### src/shared/omsd_defs.svh
/*
  Constants of the operating mode strap decoder: register offsets, field positions, reset values.
  Assumes inclusion by bare name from the top module.
*/
`ifndef OMSD_DEFS_SVH
`define OMSD_DEFS_SVH

// register byte offsets
`define OMSD_STATUS_OFFS     12'h000
`define OMSD_CONTROL_OFFS    12'h004

// status fields
`define OMSD_ST_MODE_LSB     0
`define OMSD_ST_PINS_LSB     4
`define OMSD_ST_RSVD_BIT     8

// control fields
`define OMSD_CT_FREEZE_BIT   0

// reset values
`define OMSD_CONTROL_RST     1'h0
`define OMSD_PINS_RST        4'h0

// bus answers
`define OMSD_RESP_OKAY       2'h0
`define OMSD_RESP_DECERR     2'h3

`endif

### src/shared/omsd_pkg.sv
/*
  Types of the operating mode strap decoder.
  Assumes nothing beyond the defs header.
*/
package omsd_pkg;

  // one-hot operating modes
  typedef enum logic [3:0] {
    OMSD_NORMAL   = 4'h1,
    OMSD_ISO_PD   = 4'h2,
    OMSD_FULL_PD  = 4'h4,
    OMSD_XOR_TREE = 4'h8
  } omsd_mode_e;

  // pin order in the packed strap vector: [3] enable, [2] clock, [1] input, [0] execute
  typedef logic [3:0] omsd_pins_t;

endpackage : omsd_pkg

### src/shared/omsd_strap_if.sv
/*
  Carrier between the top module and the strap decoder.
  Assumes the top drives the registered strap levels and reads the decoded mode.
*/
`timescale 1ns/1ps
interface omsd_strap_if;
  import omsd_pkg::*;
  omsd_pins_t pins;
  omsd_mode_e mode;
  logic       reserved;

  modport dec (input pins, output mode, output reserved);
  modport top (output pins, input mode, input reserved);
endinterface : omsd_strap_if

### src/rtl/omsd_decoder.sv
/*
  Combinational decode of the four strap levels into the operating mode.
  Assumes registered, static strap levels arrive on the interface.
*/
`timescale 1ns/1ps
module omsd_decoder (
  // strap levels in, mode out
  omsd_strap_if.dec strap
);
  import omsd_pkg::*;

  always_comb begin
    strap.reserved = 1'b0;
    case (strap.pins)
      4'h0: strap.mode = OMSD_NORMAL;
      4'h7: strap.mode = OMSD_ISO_PD;
      4'hF: strap.mode = OMSD_FULL_PD;
      4'h8: strap.mode = OMSD_XOR_TREE;
      default: begin
        // a reserved code must not leave the part half isolated
        strap.mode     = OMSD_NORMAL;
        strap.reserved = 1'b1;
      end
    endcase
  end

endmodule : omsd_decoder

### src/rtl/omsd_top.sv
/*
  Operating mode strap decoder: samples the four configuration straps, decodes the global
  mode, drives the isolation and power-down controls, and offers status/control over AXI4-Lite.
  Assumes strap pins are synchronous to mclk, pad pull-downs on the three isolate straps,
  and a well-behaved AXI4-Lite master.
*/
// Behaviour
// - all four straps low selects normal functional operation.
// - floating isolate straps read low, so partial or open straps decode as normal while enable is low.
// - enable low, other three high: outputs high impedance and power-down.
// - all four straps high: outputs high impedance and complete power-down.
// - enable high, others low: XOR-tree board test with outputs high impedance.
`timescale 1ns/1ps
`include "omsd_defs.svh"
module omsd_top #(
  parameter int ADDR_W = 12
) (
  // clock and reset
  input  wire logic                mclk,
  input  wire logic                rst_n,
  // configuration straps
  input  wire logic                test_mode_enable_pin,
  input  wire logic                isolate_test_clock_pin,
  input  wire logic                isolate_test_input_pin,
  input  wire logic                isolate_test_execute_pin,
  // decoded mode controls
  output      omsd_pkg::omsd_mode_e modeOut,
  output      logic                outputHighZ,
  output      logic                powerDown,
  output      logic                fullPowerDown,
  output      logic                xorTreeEnable,
  // axi4-lite write address
  input  wire logic [ADDR_W-1:0]   s_axi_awaddr,
  input  wire logic                s_axi_awvalid,
  output      logic                s_axi_awready,
  // axi4-lite write data
  input  wire logic [31:0]         s_axi_wdata,
  input  wire logic [3:0]          s_axi_wstrb,
  input  wire logic                s_axi_wvalid,
  output      logic                s_axi_wready,
  // axi4-lite write response
  output      logic [1:0]          s_axi_bresp,
  output      logic                s_axi_bvalid,
  input  wire logic                s_axi_bready,
  // axi4-lite read address
  input  wire logic [ADDR_W-1:0]   s_axi_araddr,
  input  wire logic                s_axi_arvalid,
  output      logic                s_axi_arready,
  // axi4-lite read data
  output      logic [31:0]         s_axi_rdata,
  output      logic [1:0]          s_axi_rresp,
  output      logic                s_axi_rvalid,
  input  wire logic                s_axi_rready
);
  import omsd_pkg::*;

  // register byte addresses at the bus width; decode looks at the word index only
  localparam logic [ADDR_W-1:0] StatusAddr  = ADDR_W'(`OMSD_STATUS_OFFS);
  localparam logic [ADDR_W-1:0] ControlAddr = ADDR_W'(`OMSD_CONTROL_OFFS);

  omsd_strap_if strap ();

  omsd_pins_t      pins_q,     pins_d;
  omsd_mode_e      mode_q,     mode_d;
  logic            highZ_q,    highZ_d;
  logic            pd_q,       pd_d;
  logic            fullPd_q,   fullPd_d;
  logic            xor_q,      xor_d;
  logic            freeze_q,   freeze_d;
  logic            rsvdSeen_q, rsvdSeen_d;
  logic            awHeld_q,   awHeld_d;
  logic [ADDR_W-1:0] awAddr_q, awAddr_d;
  logic            wHeld_q,    wHeld_d;
  logic [31:0]     wData_q,    wData_d;
  logic [3:0]      wStrb_q,    wStrb_d;
  logic            awReady_q,  awReady_d;
  logic            wReady_q,   wReady_d;
  logic            bValid_q,   bValid_d;
  logic [1:0]      bResp_q,    bResp_d;
  logic            arReady_q,  arReady_d;
  logic            rValid_q,   rValid_d;
  logic [31:0]     rData_q,    rData_d;
  logic [1:0]      rResp_q,    rResp_d;
  logic [31:0]     statusWord;
  logic            rsvdClear;

  assign strap.pins = pins_q;

  omsd_decoder u_decoder (
    .strap (strap)
  );

  always_comb begin
    statusWord = 32'h0000_0000;
    statusWord[`OMSD_ST_MODE_LSB +: 4] = mode_q;
    statusWord[`OMSD_ST_PINS_LSB +: 4] = pins_q;
    statusWord[`OMSD_ST_RSVD_BIT]      = rsvdSeen_q;
  end

  always_comb begin
    pins_d     = {test_mode_enable_pin, isolate_test_clock_pin,
                  isolate_test_input_pin, isolate_test_execute_pin};
    // freeze lets software pin the mode while straps are reworked on the bench
    mode_d     = freeze_q ? mode_q : strap.mode;
    highZ_d    = (mode_d != OMSD_NORMAL);
    pd_d       = (mode_d == OMSD_ISO_PD) || (mode_d == OMSD_FULL_PD);
    fullPd_d   = (mode_d == OMSD_FULL_PD);
    xor_d      = (mode_d == OMSD_XOR_TREE);
    freeze_d   = freeze_q;
    rsvdClear  = 1'b0;
    awHeld_d   = awHeld_q;
    awAddr_d   = awAddr_q;
    wHeld_d    = wHeld_q;
    wData_d    = wData_q;
    wStrb_d    = wStrb_q;
    bValid_d   = bValid_q;
    bResp_d    = bResp_q;
    rValid_d   = rValid_q;
    rData_d    = rData_q;
    rResp_d    = rResp_q;

    if (s_axi_awvalid && awReady_q) begin
      awHeld_d = 1'b1;
      awAddr_d = s_axi_awaddr;
    end
    if (s_axi_wvalid && wReady_q) begin
      wHeld_d = 1'b1;
      wData_d = s_axi_wdata;
      wStrb_d = s_axi_wstrb;
    end
    if (bValid_q && s_axi_bready) begin
      bValid_d = 1'b0;
    end
    if (awHeld_q && wHeld_q && !bValid_q) begin
      awHeld_d = 1'b0;
      wHeld_d  = 1'b0;
      bValid_d = 1'b1;
      bResp_d  = `OMSD_RESP_OKAY;
      if (awAddr_q[ADDR_W-1:2] == StatusAddr[ADDR_W-1:2]) begin
        rsvdClear = wStrb_q[1] && wData_q[`OMSD_ST_RSVD_BIT];
      end else if (awAddr_q[ADDR_W-1:2] == ControlAddr[ADDR_W-1:2]) begin
        if (wStrb_q[0]) begin
          freeze_d = wData_q[`OMSD_CT_FREEZE_BIT];
        end
      end else begin
        bResp_d = `OMSD_RESP_DECERR;
      end
    end

    if (rValid_q && s_axi_rready) begin
      rValid_d = 1'b0;
    end
    if (s_axi_arvalid && arReady_q) begin
      rValid_d = 1'b1;
      rResp_d  = `OMSD_RESP_OKAY;
      if (s_axi_araddr[ADDR_W-1:2] == StatusAddr[ADDR_W-1:2]) begin
        rData_d = statusWord;
      end else if (s_axi_araddr[ADDR_W-1:2] == ControlAddr[ADDR_W-1:2]) begin
        rData_d = {31'h0000_0000, freeze_q};
      end else begin
        rData_d = 32'h0000_0000;
        rResp_d = `OMSD_RESP_DECERR;
      end
    end

    // a new reserved sighting beats a clear in the same cycle
    rsvdSeen_d = (rsvdSeen_q && !rsvdClear) || strap.reserved;
    awReady_d  = !awHeld_d && !bValid_d;
    wReady_d   = !wHeld_d && !bValid_d;
    arReady_d  = !rValid_d;
  end

  always_ff @(posedge mclk or negedge rst_n) begin
    if (!rst_n) begin
      pins_q     <= `OMSD_PINS_RST;
      mode_q     <= OMSD_NORMAL;
      highZ_q    <= 1'b0;
      pd_q       <= 1'b0;
      fullPd_q   <= 1'b0;
      xor_q      <= 1'b0;
      freeze_q   <= `OMSD_CONTROL_RST;
      rsvdSeen_q <= 1'b0;
      awHeld_q   <= 1'b0;
      awAddr_q   <= '0;
      wHeld_q    <= 1'b0;
      wData_q    <= 32'h0000_0000;
      wStrb_q    <= 4'h0;
      awReady_q  <= 1'b0;
      wReady_q   <= 1'b0;
      bValid_q   <= 1'b0;
      bResp_q    <= `OMSD_RESP_OKAY;
      arReady_q  <= 1'b0;
      rValid_q   <= 1'b0;
      rData_q    <= 32'h0000_0000;
      rResp_q    <= `OMSD_RESP_OKAY;
    end else begin
      pins_q     <= pins_d;
      mode_q     <= mode_d;
      highZ_q    <= highZ_d;
      pd_q       <= pd_d;
      fullPd_q   <= fullPd_d;
      xor_q      <= xor_d;
      freeze_q   <= freeze_d;
      rsvdSeen_q <= rsvdSeen_d;
      awHeld_q   <= awHeld_d;
      awAddr_q   <= awAddr_d;
      wHeld_q    <= wHeld_d;
      wData_q    <= wData_d;
      wStrb_q    <= wStrb_d;
      awReady_q  <= awReady_d;
      wReady_q   <= wReady_d;
      bValid_q   <= bValid_d;
      bResp_q    <= bResp_d;
      arReady_q  <= arReady_d;
      rValid_q   <= rValid_d;
      rData_q    <= rData_d;
      rResp_q    <= rResp_d;
    end
  end

  assign modeOut       = mode_q;
  assign outputHighZ   = highZ_q;
  assign powerDown     = pd_q;
  assign fullPowerDown = fullPd_q;
  assign xorTreeEnable = xor_q;
  assign s_axi_awready = awReady_q;
  assign s_axi_wready  = wReady_q;
  assign s_axi_bvalid  = bValid_q;
  assign s_axi_bresp   = bResp_q;
  assign s_axi_arready = arReady_q;
  assign s_axi_rvalid  = rValid_q;
  assign s_axi_rdata   = rData_q;
  assign s_axi_rresp   = rResp_q;

  a_normal_when_low: assert property (@(posedge mclk) disable iff (!rst_n)
    (pins_q == 4'h0 && !freeze_q) |=> (mode_q == OMSD_NORMAL && !highZ_q && !pd_q && !xor_q))
    else $error("all-low straps did not give normal mode");

  a_open_straps_normal: assert property (@(posedge mclk) disable iff (!rst_n)
    (!pins_q[3] && pins_q[2:0] != 3'h7 && !freeze_q) |=> (mode_q == OMSD_NORMAL && !highZ_q))
    else $error("partly open isolate straps left normal mode");

  a_isolate_power_down: assert property (@(posedge mclk) disable iff (!rst_n)
    (pins_q == 4'h7 && !freeze_q) |=> (highZ_q && pd_q && !fullPd_q && mode_q == OMSD_ISO_PD))
    else $error("isolate code did not tri-state and power down");

  a_full_power_down: assert property (@(posedge mclk) disable iff (!rst_n)
    (pins_q == 4'hF && !freeze_q) |=> (highZ_q && pd_q && fullPd_q && !xor_q))
    else $error("all-high straps did not fully power down");

  a_xor_tree_entry: assert property (@(posedge mclk) disable iff (!rst_n)
    (pins_q == 4'h8 && !freeze_q) |=> (xor_q && highZ_q && !pd_q && mode_q == OMSD_XOR_TREE))
    else $error("xor-tree code did not enter board test");

  a_reserved_normal: assert property (@(posedge mclk) disable iff (!rst_n)
    (strap.reserved && !freeze_q) |=> (mode_q == OMSD_NORMAL && rsvdSeen_q))
    else $error("reserved straps not decoded as normal");

  a_strap_to_output: assert property (@(posedge mclk) disable iff (!rst_n)
    (!freeze_q && $stable(pins_d) && pins_d == 4'hF) |-> ##2 (fullPd_q || freeze_q))
    else $error("strap change not reflected two edges later");

  a_freeze_holds: assert property (@(posedge mclk) disable iff (!rst_n)
    freeze_q |=> $stable(mode_q))
    else $error("frozen mode moved");

endmodule : omsd_top

### config.mk
export PLATFORM = sky130hd
export DESIGN_NAME = omsd_top
export DESIGN_NICKNAME = d
export VERILOG_FILES = /design/src/shared/omsd_pkg.sv /design/src/shared/omsd_strap_if.sv /design/src/rtl/omsd_decoder.sv /design/src/rtl/omsd_top.sv
export VERILOG_INCLUDE_DIRS = /design/src /design/src/shared
export SDC_FILE = /design/constraint.sdc
export NUM_CORES = 1
export LEC_CHECK = 0
export ABC_AREA = 1
export BUFFER_PORTS_ARGS = -buffer_cell sky130_fd_sc_hd__buf_2
export CAP_MARGIN = 20
export CORE_MARGIN = 5
export CORE_UTILIZATION = 47
export CTS_CLUSTER_SIZE = 28
export DETAILED_ROUTE_END_ITERATION = 6
export GPL_TIMING_DRIVEN = 0
export PLACE_DENSITY = 0.86
export SLEW_MARGIN = 15
export SYNTH_ARGS = -nofsm -noshare
export SYNTH_HDL_FRONTEND = slang
export SYNTH_SLANG_ARGS = --single-unit
### constraint.sdc
create_clock -name mclk -period 2.1 [get_ports mclk]
set_clock_uncertainty 0.15 [all_clocks]
set_input_delay 0.21 -clock mclk [delete_from_list [all_inputs] [get_ports mclk]]
set_output_delay 0.21 -clock mclk [all_outputs]
set_load 0.02 [all_outputs]
==> reports/metrics.csv, run 1 <==
metric;value;unit
top-count cell post-synth;nand2_1;
Seq/Total Area, Yosys;0.559;
I/O Pins;120;
CP required;2.15;ns
post-synthesis cell count;238;
worst path arrival time;1.51;ns
Final Power;0.00242;W
initial drt markers;89;
H-Tree Depth;2;
largest net degree at the start of global routing;47;
CTS resizes;0;
Leak;1.62;nW
DR pass1 iterations;4;
maximum vdd ir drop;613;uV
root buffer cell;clkbuf_8;
post-route core utilization;0.651;
total track usage;0.159;
outcome;completed;
CTS clock-pin slew for the worst setup and hold paths;0.08;ns
Starting Density;0.480;
Worst Hold Class;in -> reg;
Core ar.;4290;sq um
Combinational Power Share;0.299;
CTS buffer count;5;
Routed WL;4450;um
number of synthesized register bits;46;
endpoints failing hold;0;
Min Clock Period, post-route;1.46;ns
Post-Syn Area per Cell;8.66;sq um
Slew HR;0.647;
Chip Height;76.2;um
Unique masters post-synth;23;
WHS;0.00943;ns
num rows;24;
Via Count;1758;
share of cells above drive strength 1;0.289;
# clock sinks;46;
die width;76.2;um
top cells by area, synth;dfrtp_1 (55%), nand2_1 (13%), buf_4 (9.1%);
number of global-route vias before repair;1760;
Synth top cells by count;nand2_1 (73), dfrtp_1 (45), buf_4 (25), inv_1 (23), nor2_1 (21);
post-synth top area share;0.546;
ant diodes;0;
top_reg_cell synth;dfrtp_1;
Routed wire per std cell;11.2;um
I/O Buffers;60;
Post-synth EDFFs;0;
clock power share;0.204;
die area;5810;sq um
first-pass GRT wire length;7710;um
CP Capture Type;flop;
DP Wirelength;3230;um
Setup TNS Final;0;ns
Final nets;417;
fmax;685;MHz
number of remaining DRC errors;0;
Area Growth Syn to Fin;35.6;%
Tcrit/Tclk final;0.696;
top cell type by total area after synthesis;dfrtp_1;
Hold-fix buffers, CTS;18;
CP Class;reg -> reg;
Max Transition Viols Final;0;
post-route ant nets;0;
RSZ-0062 raised after global routing;false;
CP Launch Type;flop;
PD cells;866;nW/um^2
Worst-Margin Slew;0.529;ns
synth warn;0;
CTS tree;yes;
initial antenna violation count;0;
async set or reset register ratio after synthesis;1.00;
worst skew pair latency;0.29;ns
Sw Share;0.346;
Post-CTS Repair Setup Buffers;0;
switching pwr;0.000837;W
gpl congestion;0.757;
CP Max Fanout;10;
max_cap viols;0;
total gr overflow;0;
Reg power frac;0.497;
synthesized cell area;2060;sq um
vias per std cell;4.42;
Finish-stage setup viols;0;
CTS max path bufs;2;
Internal;0.00158;W
layout by cell type, fill, tap and decap left out, types with 5 or more instances in the layout:
master,Yosys,routed
nor2_1,21,21
clkbuf_8,0,5
dfrtp_1,45,45
buf_2,1,61
nand2_1,73,73
conb_1,1,23
dlygate4sd3_1,0,18
inv_1,23,23
nand3_1,12,12
o21ai_0,14,14
buf_4,25,25
nand4_1,9,9
state kept, by name, summed over array words and instances (netlist names), 2 cells and up:
register,cells
awAddr_q,10
s_axi_rdata,9
modeOut,4
pins_q,4
wData_q,2
wStrb_q,2
worst max-delay path: stages (launching register included):
cell	delay [ns]
dfrtp_1	0.40
nand2_1	0.11
clkinv_1	0.23
clkbuf_1	0.27
o21ai_0	0.22
kinds of logic (layout without fill, tap and decap cells):
family / count (synthesis) / in the layout / synth area share
AO/OA/AOI/OAI: 18 / 18 / 0.0474
buffers and inverters: 53 / 139 / 0.143
AND/OR/NAND/NOR: 120 / 120 / 0.248
other: 1 / 23 / 0.00182
flip-flops: 46 / 46 / 0.559
per-stage QoR:
stage / worst slack, ns / instances / instance area [sq um]
after CTS: 0.654 / 397 / 2770
final: 0.639 / 398 / 2800
after global routing: 0.497 / 398 / 2800
after global placement: 0.732 / 372 / 2510
after floorplan: 0.791 / 260 / 2140
after detailed placement: 0.682 / 372 / 2510
layer usage:
metal | track usage | share of wire | up-vias
met1 | 0.180 | 0.42 | 774
met3 | 0.0414 | 0.066 | 11
met4 | 0.0717 | 0.025 | 0
met2 | 0.277 | 0.49 | 60
li1 | - | - | 913
met5 | 0 | 0 | -
worst paths after layout:
check | startpoint | endpoint | slack [ns] | cells past startpoint
setup reg to reg | s_axi_awready | awAddr_q[2] | 0.64 | 4
setup / recovery | s_axi_awready | awAddr_q[2] | 0.64 | 4
hold reg to reg | s_axi_rvalid | s_axi_arready | 0.33 | 1
min in group asynchronous | rst_n | s_axi_wready | 0.31 | 2
max in group asynchronous | rst_n | s_axi_rdata[3] | 1.00 | 3
hold / removal | s_axi_awaddr[2] | awAddr_q[2] | 0.009 | 3
cell type report:
| class | count | area [sq um] |
|---|---|---|
| tap | 52 | 65.1 |
| fill | 362 | 1500 |
| clock inverter | 2 | 10.0 |
| multi-input combinational | 161 | 696 |
| inverter | 25 | 93.8 |
| timing repair buffer | 79 | 508 |
| clock buffer | 5 | 68.8 |
| sequential | 46 | 1150 |
| buffer | 28 | 201 |
power groups by stage:
stage | clock, W | sequential [W] | combinational (W)
after CTS | 0.000506 | 0.00120 | 0.000716
after detailed placement | 0 | 0.00122 | 0.000690
after global placement | 0 | 0.00121 | 0.000664
after floorplan | 0 | 0.00125 | 0.000434
final | 0.000494 | 0.00120 | 0.000723
after global routing | 0.000553 | 0.00123 | 0.000827
Power figures use the tool's default switching activity.
==> run 2: changes to the inputs <==
--- a/config.mk
+++ b/config.mk
@@ -6,15 +6,15 @@
 export SDC_FILE = /design/constraint.sdc
 export NUM_CORES = 1
 export LEC_CHECK = 0
-export ABC_AREA = 1
+export ABC_AREA = 0
 export BUFFER_PORTS_ARGS = -buffer_cell sky130_fd_sc_hd__buf_2
 export CAP_MARGIN = 20
 export CORE_MARGIN = 5
-export CORE_UTILIZATION = 47
+export CORE_UTILIZATION = 43
 export CTS_CLUSTER_SIZE = 28
 export DETAILED_ROUTE_END_ITERATION = 6
 export GPL_TIMING_DRIVEN = 0
-export PLACE_DENSITY = 0.86
+export PLACE_DENSITY = 0.81
 export SLEW_MARGIN = 15
 export SYNTH_ARGS = -nofsm -noshare
 export SYNTH_HDL_FRONTEND = slang
==> constraint.sdc (replaced) <==
create_clock -name mclk -period 1.5 [get_ports mclk]
set_clock_uncertainty 0.15 [all_clocks]
set_input_delay 0.15 -clock mclk [delete_from_list [all_inputs] [get_ports mclk]]
set_output_delay 0.15 -clock mclk [all_outputs]
set_load 0.02 [all_outputs]
==> reports/metrics.csv, run 2 <==
metric;value;unit;change
vias per std cell;4.65;;was 4.42
die width;77.8;um;was 76.2 um
PD cells;1190;nW/um^2;was 866 nW/um^2
Min Clock Period, post-route;1.82;ns;was 1.46 ns
Area Growth Syn to Fin;42.6;%;was 35.6%
CTS buffer count;5;;unchanged
max_cap viols;0;;unchanged
num rows;24;;unchanged
Core ar.;4410;sq um;was 4290 sq um
maximum vdd ir drop;1160;uV;was 613 uV
Final nets;346;;was 417
CTS clock-pin slew for the worst setup and hold paths;0.08;ns;about the same
gpl congestion;0.717;;was 0.757
top-count cell post-synth;dfrtp_1;;was nand2_1
number of remaining DRC errors;0;;unchanged
crit path setup slack, layout;-0.322;ns;was 0.639 ns
number of synthesized register bits;46;;unchanged
first-pass GRT wire length;7050;um;was 7710 um
DP Wirelength;2920;um;was 3230 um
Multi-input gate area;731;sq um;was 696 sq um
CTS max path bufs;2;;unchanged
total gr overflow;0;;unchanged
worst path arrival time;1.85;ns;was 1.51 ns
initial antenna violation count;0;;unchanged
outcome;finished with violations;;was completed
initial drt markers;65;;was 89
DP Area;2430;sq um;was 2510 sq um
Worst Hold Class;in -> reg;;unchanged
worst skew pair latency;0.29;ns;about the same
H-Tree Depth;2;;unchanged
total track usage;0.143;;was 0.159
# clock sinks;46;;unchanged
Slowest-stage cell, CP;or4_4;;was dfrtp_1
synth warn;0;;unchanged
number of global-route vias before repair;1550;;was 1760
Finished Cell Area;2820;sq um;was 2800 sq um
Post-synth EDFFs;0;;unchanged
Finish-stage setup viols;3;;was 0
share of cells above drive strength 1;0.435;;was 0.289
top cell type by total area after synthesis;dfrtp_1;;unchanged
CP Class;reg -> reg;;unchanged
sequential cell area;1150;sq um;unchanged
Seq/Total Area, Yosys;0.583;;was 0.559
Synth top cells by count;dfrtp_1 (45), buf_4 (25), mux2_2 (15), nand2_1 (11), a22o_1 (8);;was nand2_1 (73), dfrtp_1 (45), buf_4 (25), inv_1 (23), nor2_1 (21)
max reg flops;10;;unchanged
post-route ant nets;0;;unchanged
top cells by area, synth;dfrtp_1 (57%), buf_4 (9.5%), mux2_2 (8.5%);;was dfrtp_1 (55%), nand2_1 (13%), buf_4 (9.1%)
Tcrit/Tclk final;1.21;;was 0.696
commonest cells after routing, fill and taps aside;buf_2 (60), dfrtp_1 (45), buf_4 (27), conb_1 (23), dlygate4sd3_1 (23);;was nand2_1 (73), buf_2 (61), dfrtp_1 (45), buf_4 (25)
CP Max Fanout;2;;was 10
Leak;1.48;nW;was 1.62 nW
failing checks;setup timing;;
die area;6060;sq um;was 5810 sq um
Chip Height;77.8;um;was 76.2 um
Routed WL;4220;um;was 4450 um
largest net degree at the start of global routing;47;;unchanged
CP Capture Type;flop;;unchanged
Post-Syn Area per Cell;12.4;sq um;was 8.66 sq um
fmax;549;MHz;was 685 MHz
RSZ-0062 raised after global routing;true;;was false
CP Launch Type;flop;;unchanged
post-synthesis cell count;160;;was 238
top_reg_cell synth;dfrtp_1;;unchanged
pre-CTS setup slack;-0.418;ns;was 0.682 ns
synthesized cell area;1980;sq um;was 2060 sq um
root buffer cell;clkbuf_8;;unchanged
CP required;1.53;ns;was 2.15 ns
CP cell instances;or4_4 -> nor4_4 -> mux2_4;;was nand2_1 -> clkinv_1 -> clkbuf_1 -> o21ai_0
Via Count;1525;;was 1758
ant diodes;0;;unchanged
Starting Density;0.448;;was 0.480
Crit path largest cell delay;0.56;ns;was 0.40 ns
most common cell after layout, fill and taps aside;buf_2;;was nand2_1
Unique masters post-synth;38;;was 23
DR pass1 iterations;4;;unchanged
Top reg by flops;awAddr_q;;unchanged
I/O Buffers;60;;unchanged
Routed wire per std cell;12.9;um;was 11.2 um
async set or reset register ratio after synthesis;1.00;;unchanged
# fillers;346;;was 362
Max Transition Viols Final;0;;unchanged
endpoints failing hold;0;;unchanged
I/O Pins;120;;unchanged
CTS tree;yes;;unchanged
WHS;0.0574;ns;was 0.00943 ns
post-synth top area share;0.569;;was 0.546
==> run 2: final timing paths <==
kind | startpoint | end | slack [ns] | depth (start not counted)
setup / recovery | awAddr_q[8] | freeze_q | -0.32 | 3
hold / removal | s_axi_araddr[2] | s_axi_rdata[0] | 0.06 | 3
hold reg to reg | s_axi_rdata[0] | s_axi_rdata[0] | 0.35 | 2
setup reg to reg | awAddr_q[8] | freeze_q | -0.32 | 3
min in group asynchronous | rst_n | s_axi_rdata[1] | 0.10 | 2
max in group asynchronous | rst_n | modeOut[0] | 0.57 | 3
==> run 2: what timing repair did <==
item | 4_1_cts | 5_1_grt
pin swaps | 5 | 1
hold buffers | 23 | 0
resized for setup | 4 | 4
endpoints found under the setup margin | 3 | 23
buffers inserted | 1 | 1
hold endpoints to repair | 69 | 0
==> run 2: critical path: cells and delay by family (launching register included) <==
kind             cells  cell delay, ns
multiplexers         1            0.32
flip-flops           1            0.38
AND/OR/NAND/NOR      2            0.86
==> run 2: cell type report <==
cell class,instances,share of cell area
sequential,46,0.409
multi-input combinational,104,0.259
timing repair buffer,86,0.201
buffer,27,0.0697
clock buffer,7,0.0306
tap,52,0.0231
inverter,5,0.00665
clock inverter,1,0.00177
==> run 2: layer usage <==
metal	global-route usage	share of wire	up-vias
met3	0.0428	0.11	5
met1	0.171	0.40	710
met4	0.0412	0.0088	0
met5	0	0	-
met2	0.246	0.49	71
li1	-	-	739
==> run 2: per-stage QoR <==
step / setup TNS [ns] / utilization / power (W) / instances
floorplan: -0.489 / - / 0.00227 / 182
global placement: -2.09 / 0.550 / 0.00248 / 294
detailed placement: -2.32 / 0.550 / 0.00251 / 294
CTS: -0.809 / 0.630 / 0.00337 / 326
global route: -0.890 / 0.639 / 0.00356 / 328
finish: -0.765 / 0.639 / 0.00336 / 328
==> run 2: logic make-up after synthesis <==
group | count (synthesis) | share of synthesized area
AOI/OAI and AO/OA | 20 | 0.0740
xor gates and xnor gates | 1 | 0.00443
buffers and inverters | 32 | 0.108
DFF | 46 | 0.583
muxes | 16 | 0.0904
other | 1 | 0.00190
and+or+nand+nor | 44 | 0.139
==> run 2: power by group <==
group          internal [W]  leakage (nW)  switching [W]  total [W]
logic              0.000470         0.863       0.000431   0.000901
clock network      0.000372        0.0482       0.000388   0.000760
registers           0.00153         0.568       0.000175    0.00170
==> run 3: changes to the inputs <==
--- a/config.mk
+++ b/config.mk
@@ -11,6 +11,7 @@
 export CAP_MARGIN = 20
 export CORE_MARGIN = 5
 export CORE_UTILIZATION = 43
+export CTS_BUF_LIST = sky130_fd_sc_hd__clkbuf_16
 export CTS_CLUSTER_SIZE = 28
 export DETAILED_ROUTE_END_ITERATION = 6
 export GPL_TIMING_DRIVEN = 0
==> reports/metrics.csv, run 3 (synthesis results as in run 2) <==
metric;value;unit;change
share of cells above drive strength 1;0.428;;was 0.435
Leak;1.50;nW;was 1.48 nW
CTS buffer count;5;;unchanged
CTS tree;yes;;unchanged
gpl congestion;0.717;;unchanged
Routed WL;4180;um;was 4220 um
worst path arrival time;1.83;ns;was 1.85 ns
endpoints failing hold;0;;unchanged
Chip Height;77.8;um;unchanged
# fillers;336;;was 346
Finish-stage setup viols;3;;unchanged
Min Clock Period, post-route;1.81;ns;was 1.82 ns
total gr overflow;0;;unchanged
CTS clock-pin slew for the worst setup and hold paths;0.06;ns;was 0.08 ns
largest net degree at the start of global routing;47;;unchanged
initial drt markers;57;;was 65
Max Transition Viols Final;0;;unchanged
Top reg by flops;awAddr_q;;unchanged
worst skew pair latency;0.28;ns;was 0.29 ns
ant diodes;0;;unchanged
worst reg2reg path depth;3;;unchanged
initial antenna violation count;0;;unchanged
Core ar.;4410;sq um;unchanged
most common cell after layout, fill and taps aside;buf_2;;unchanged
PD cells;1260;nW/um^2;was 1190 nW/um^2
# clock sinks;46;;unchanged
die area;6060;sq um;unchanged
Worst Hold Class;in -> reg;;unchanged
max reg flops;10;;unchanged
Area Growth Syn to Fin;44.8;%;was 42.6%
CP Class;reg -> reg;;unchanged
I/O Pins;120;;unchanged
number of global-route vias before repair;1501;;was 1550
Routed wire per std cell;12.7;um;was 12.9 um
max_cap viols;0;;unchanged
fmax;551;MHz;was 549 MHz
root buffer cell;clkbuf_16;;was clkbuf_8
CP required;1.51;ns;was 1.53 ns
Starting Density;0.448;;unchanged
crit path capture;freeze_q;;unchanged
Tcrit/Tclk final;1.21;;about the same
flop-to-flop setup slack;-0.31;ns;was -0.32 ns
CP Launch Type;flop;;unchanged
maximum vdd ir drop;1090;uV;was 1160 uV
die width;77.8;um;unchanged
failing checks;setup timing;;unchanged
sequential cell area;1150;sq um;unchanged
Via Count;1515;;was 1525
Crit Reg-Reg Startpoint;awAddr_q[8];;unchanged
I/O Buffers;60;;unchanged
CP Max Fanout;2;;unchanged
CP startpoint;awAddr_q[8];;unchanged
crit path setup slack, layout;-0.314;ns;was -0.322 ns
H-Tree Depth;2;;unchanged
CP Capture Type;flop;;unchanged
Final nets;346;;unchanged
total track usage;0.139;;was 0.143
DP Wirelength;2920;um;unchanged
worst reg2reg path endpoint;freeze_q;;unchanged
Multi-input gate area;728;sq um;was 731 sq um
post-route ant nets;0;;unchanged
RSZ-0062 raised after global routing;true;;unchanged
vias per std cell;4.62;;was 4.65
number of remaining DRC errors;0;;unchanged
first-pass GRT wire length;6850;um;was 7050 um
DR pass1 iterations;4;;unchanged
outcome;finished with violations;;unchanged
num rows;24;;unchanged
commonest cells after routing, fill and taps aside;buf_2 (60), dfrtp_1 (45), buf_4 (27), conb_1 (23), dlygate4sd3_1 (23);;unchanged
Final Power;0.00362;W;was 0.00336 W
CTS max path bufs;2;;unchanged
Setup TNS Final;-0.779;ns;was -0.765 ns
run 3: cell count changes in the layout (fill, tap and decap cells not counted), sizes merged:
cell and delta:
inv +1, clkbuf -2, clkinv +1
run 3: worst min-delay path by stage:
stage,startpoint,end,depth (start not counted)
after floorplan,rst_n,awAddr_q[10],0
after global placement,test_mode_enable_pin,pins_q[3],1
after detailed placement,isolate_test_input_pin,pins_q[1],1
after CTS,s_axi_arvalid,s_axi_rdata[1],3
after global routing,s_axi_araddr[2],s_axi_rdata[0],3
final,s_axi_araddr[2],s_axi_rdata[0],3
run 3: per-stage QoR:
step / hold WS (ns) / std cells / utilization / setup WS (ns) / area, sq um
floorplan: -0.296 / 182 / - / -0.252 / 2060
global placement: 0.109 / 294 / 0.550 / -0.400 / 2430
detailed placement: 0.110 / 294 / 0.550 / -0.418 / 2430
CTS: 0.0638 / 326 / 0.641 / -0.322 / 2830
global route: 0.0964 / 328 / 0.649 / -0.366 / 2860
finish: 0.0749 / 328 / 0.649 / -0.314 / 2860
run 3: final cells by class:
cell class / instances / area share
sequential: 46 / 0.402
clock inverter: 3 / 0.00437
inverter: 5 / 0.00655
multi-input combinational: 104 / 0.254
buffer: 27 / 0.0686
tap: 52 / 0.0227
clock buffer: 5 / 0.0437
timing repair buffer: 86 / 0.197
run 3: repair_timing:
item	CTS	global route
setup buffers	1	1
hold buffers	23	0
resized for setup	4	3
setup endpoints to repair	3	13
pin swaps	5	1
endpoints found under the hold margin	69	0
run 3: per-layer routing:
layer  track usage  wire length, um  up-vias
li1              -                -      741
met1         0.171             1640      706
met2         0.236             2070       64
met3        0.0417              428        4
met4        0.0412               36        0
met5             0                0        -
run 3: critical path: stages (launching register included):
cell,delay (ns)
dfrtp_1,0.37
or4_4,0.55
nor4_4,0.30
mux2_4,0.32
run 3: report_power, final:
| part | internal [W] | total [W] | switching [W] |
|---|---|---|---|
| clock network | 0.000602 | 0.00102 | 0.000417 |
| logic | 0.000468 | 0.000898 | 0.000429 |
| registers | 0.00153 | 0.00170 | 0.000170 |
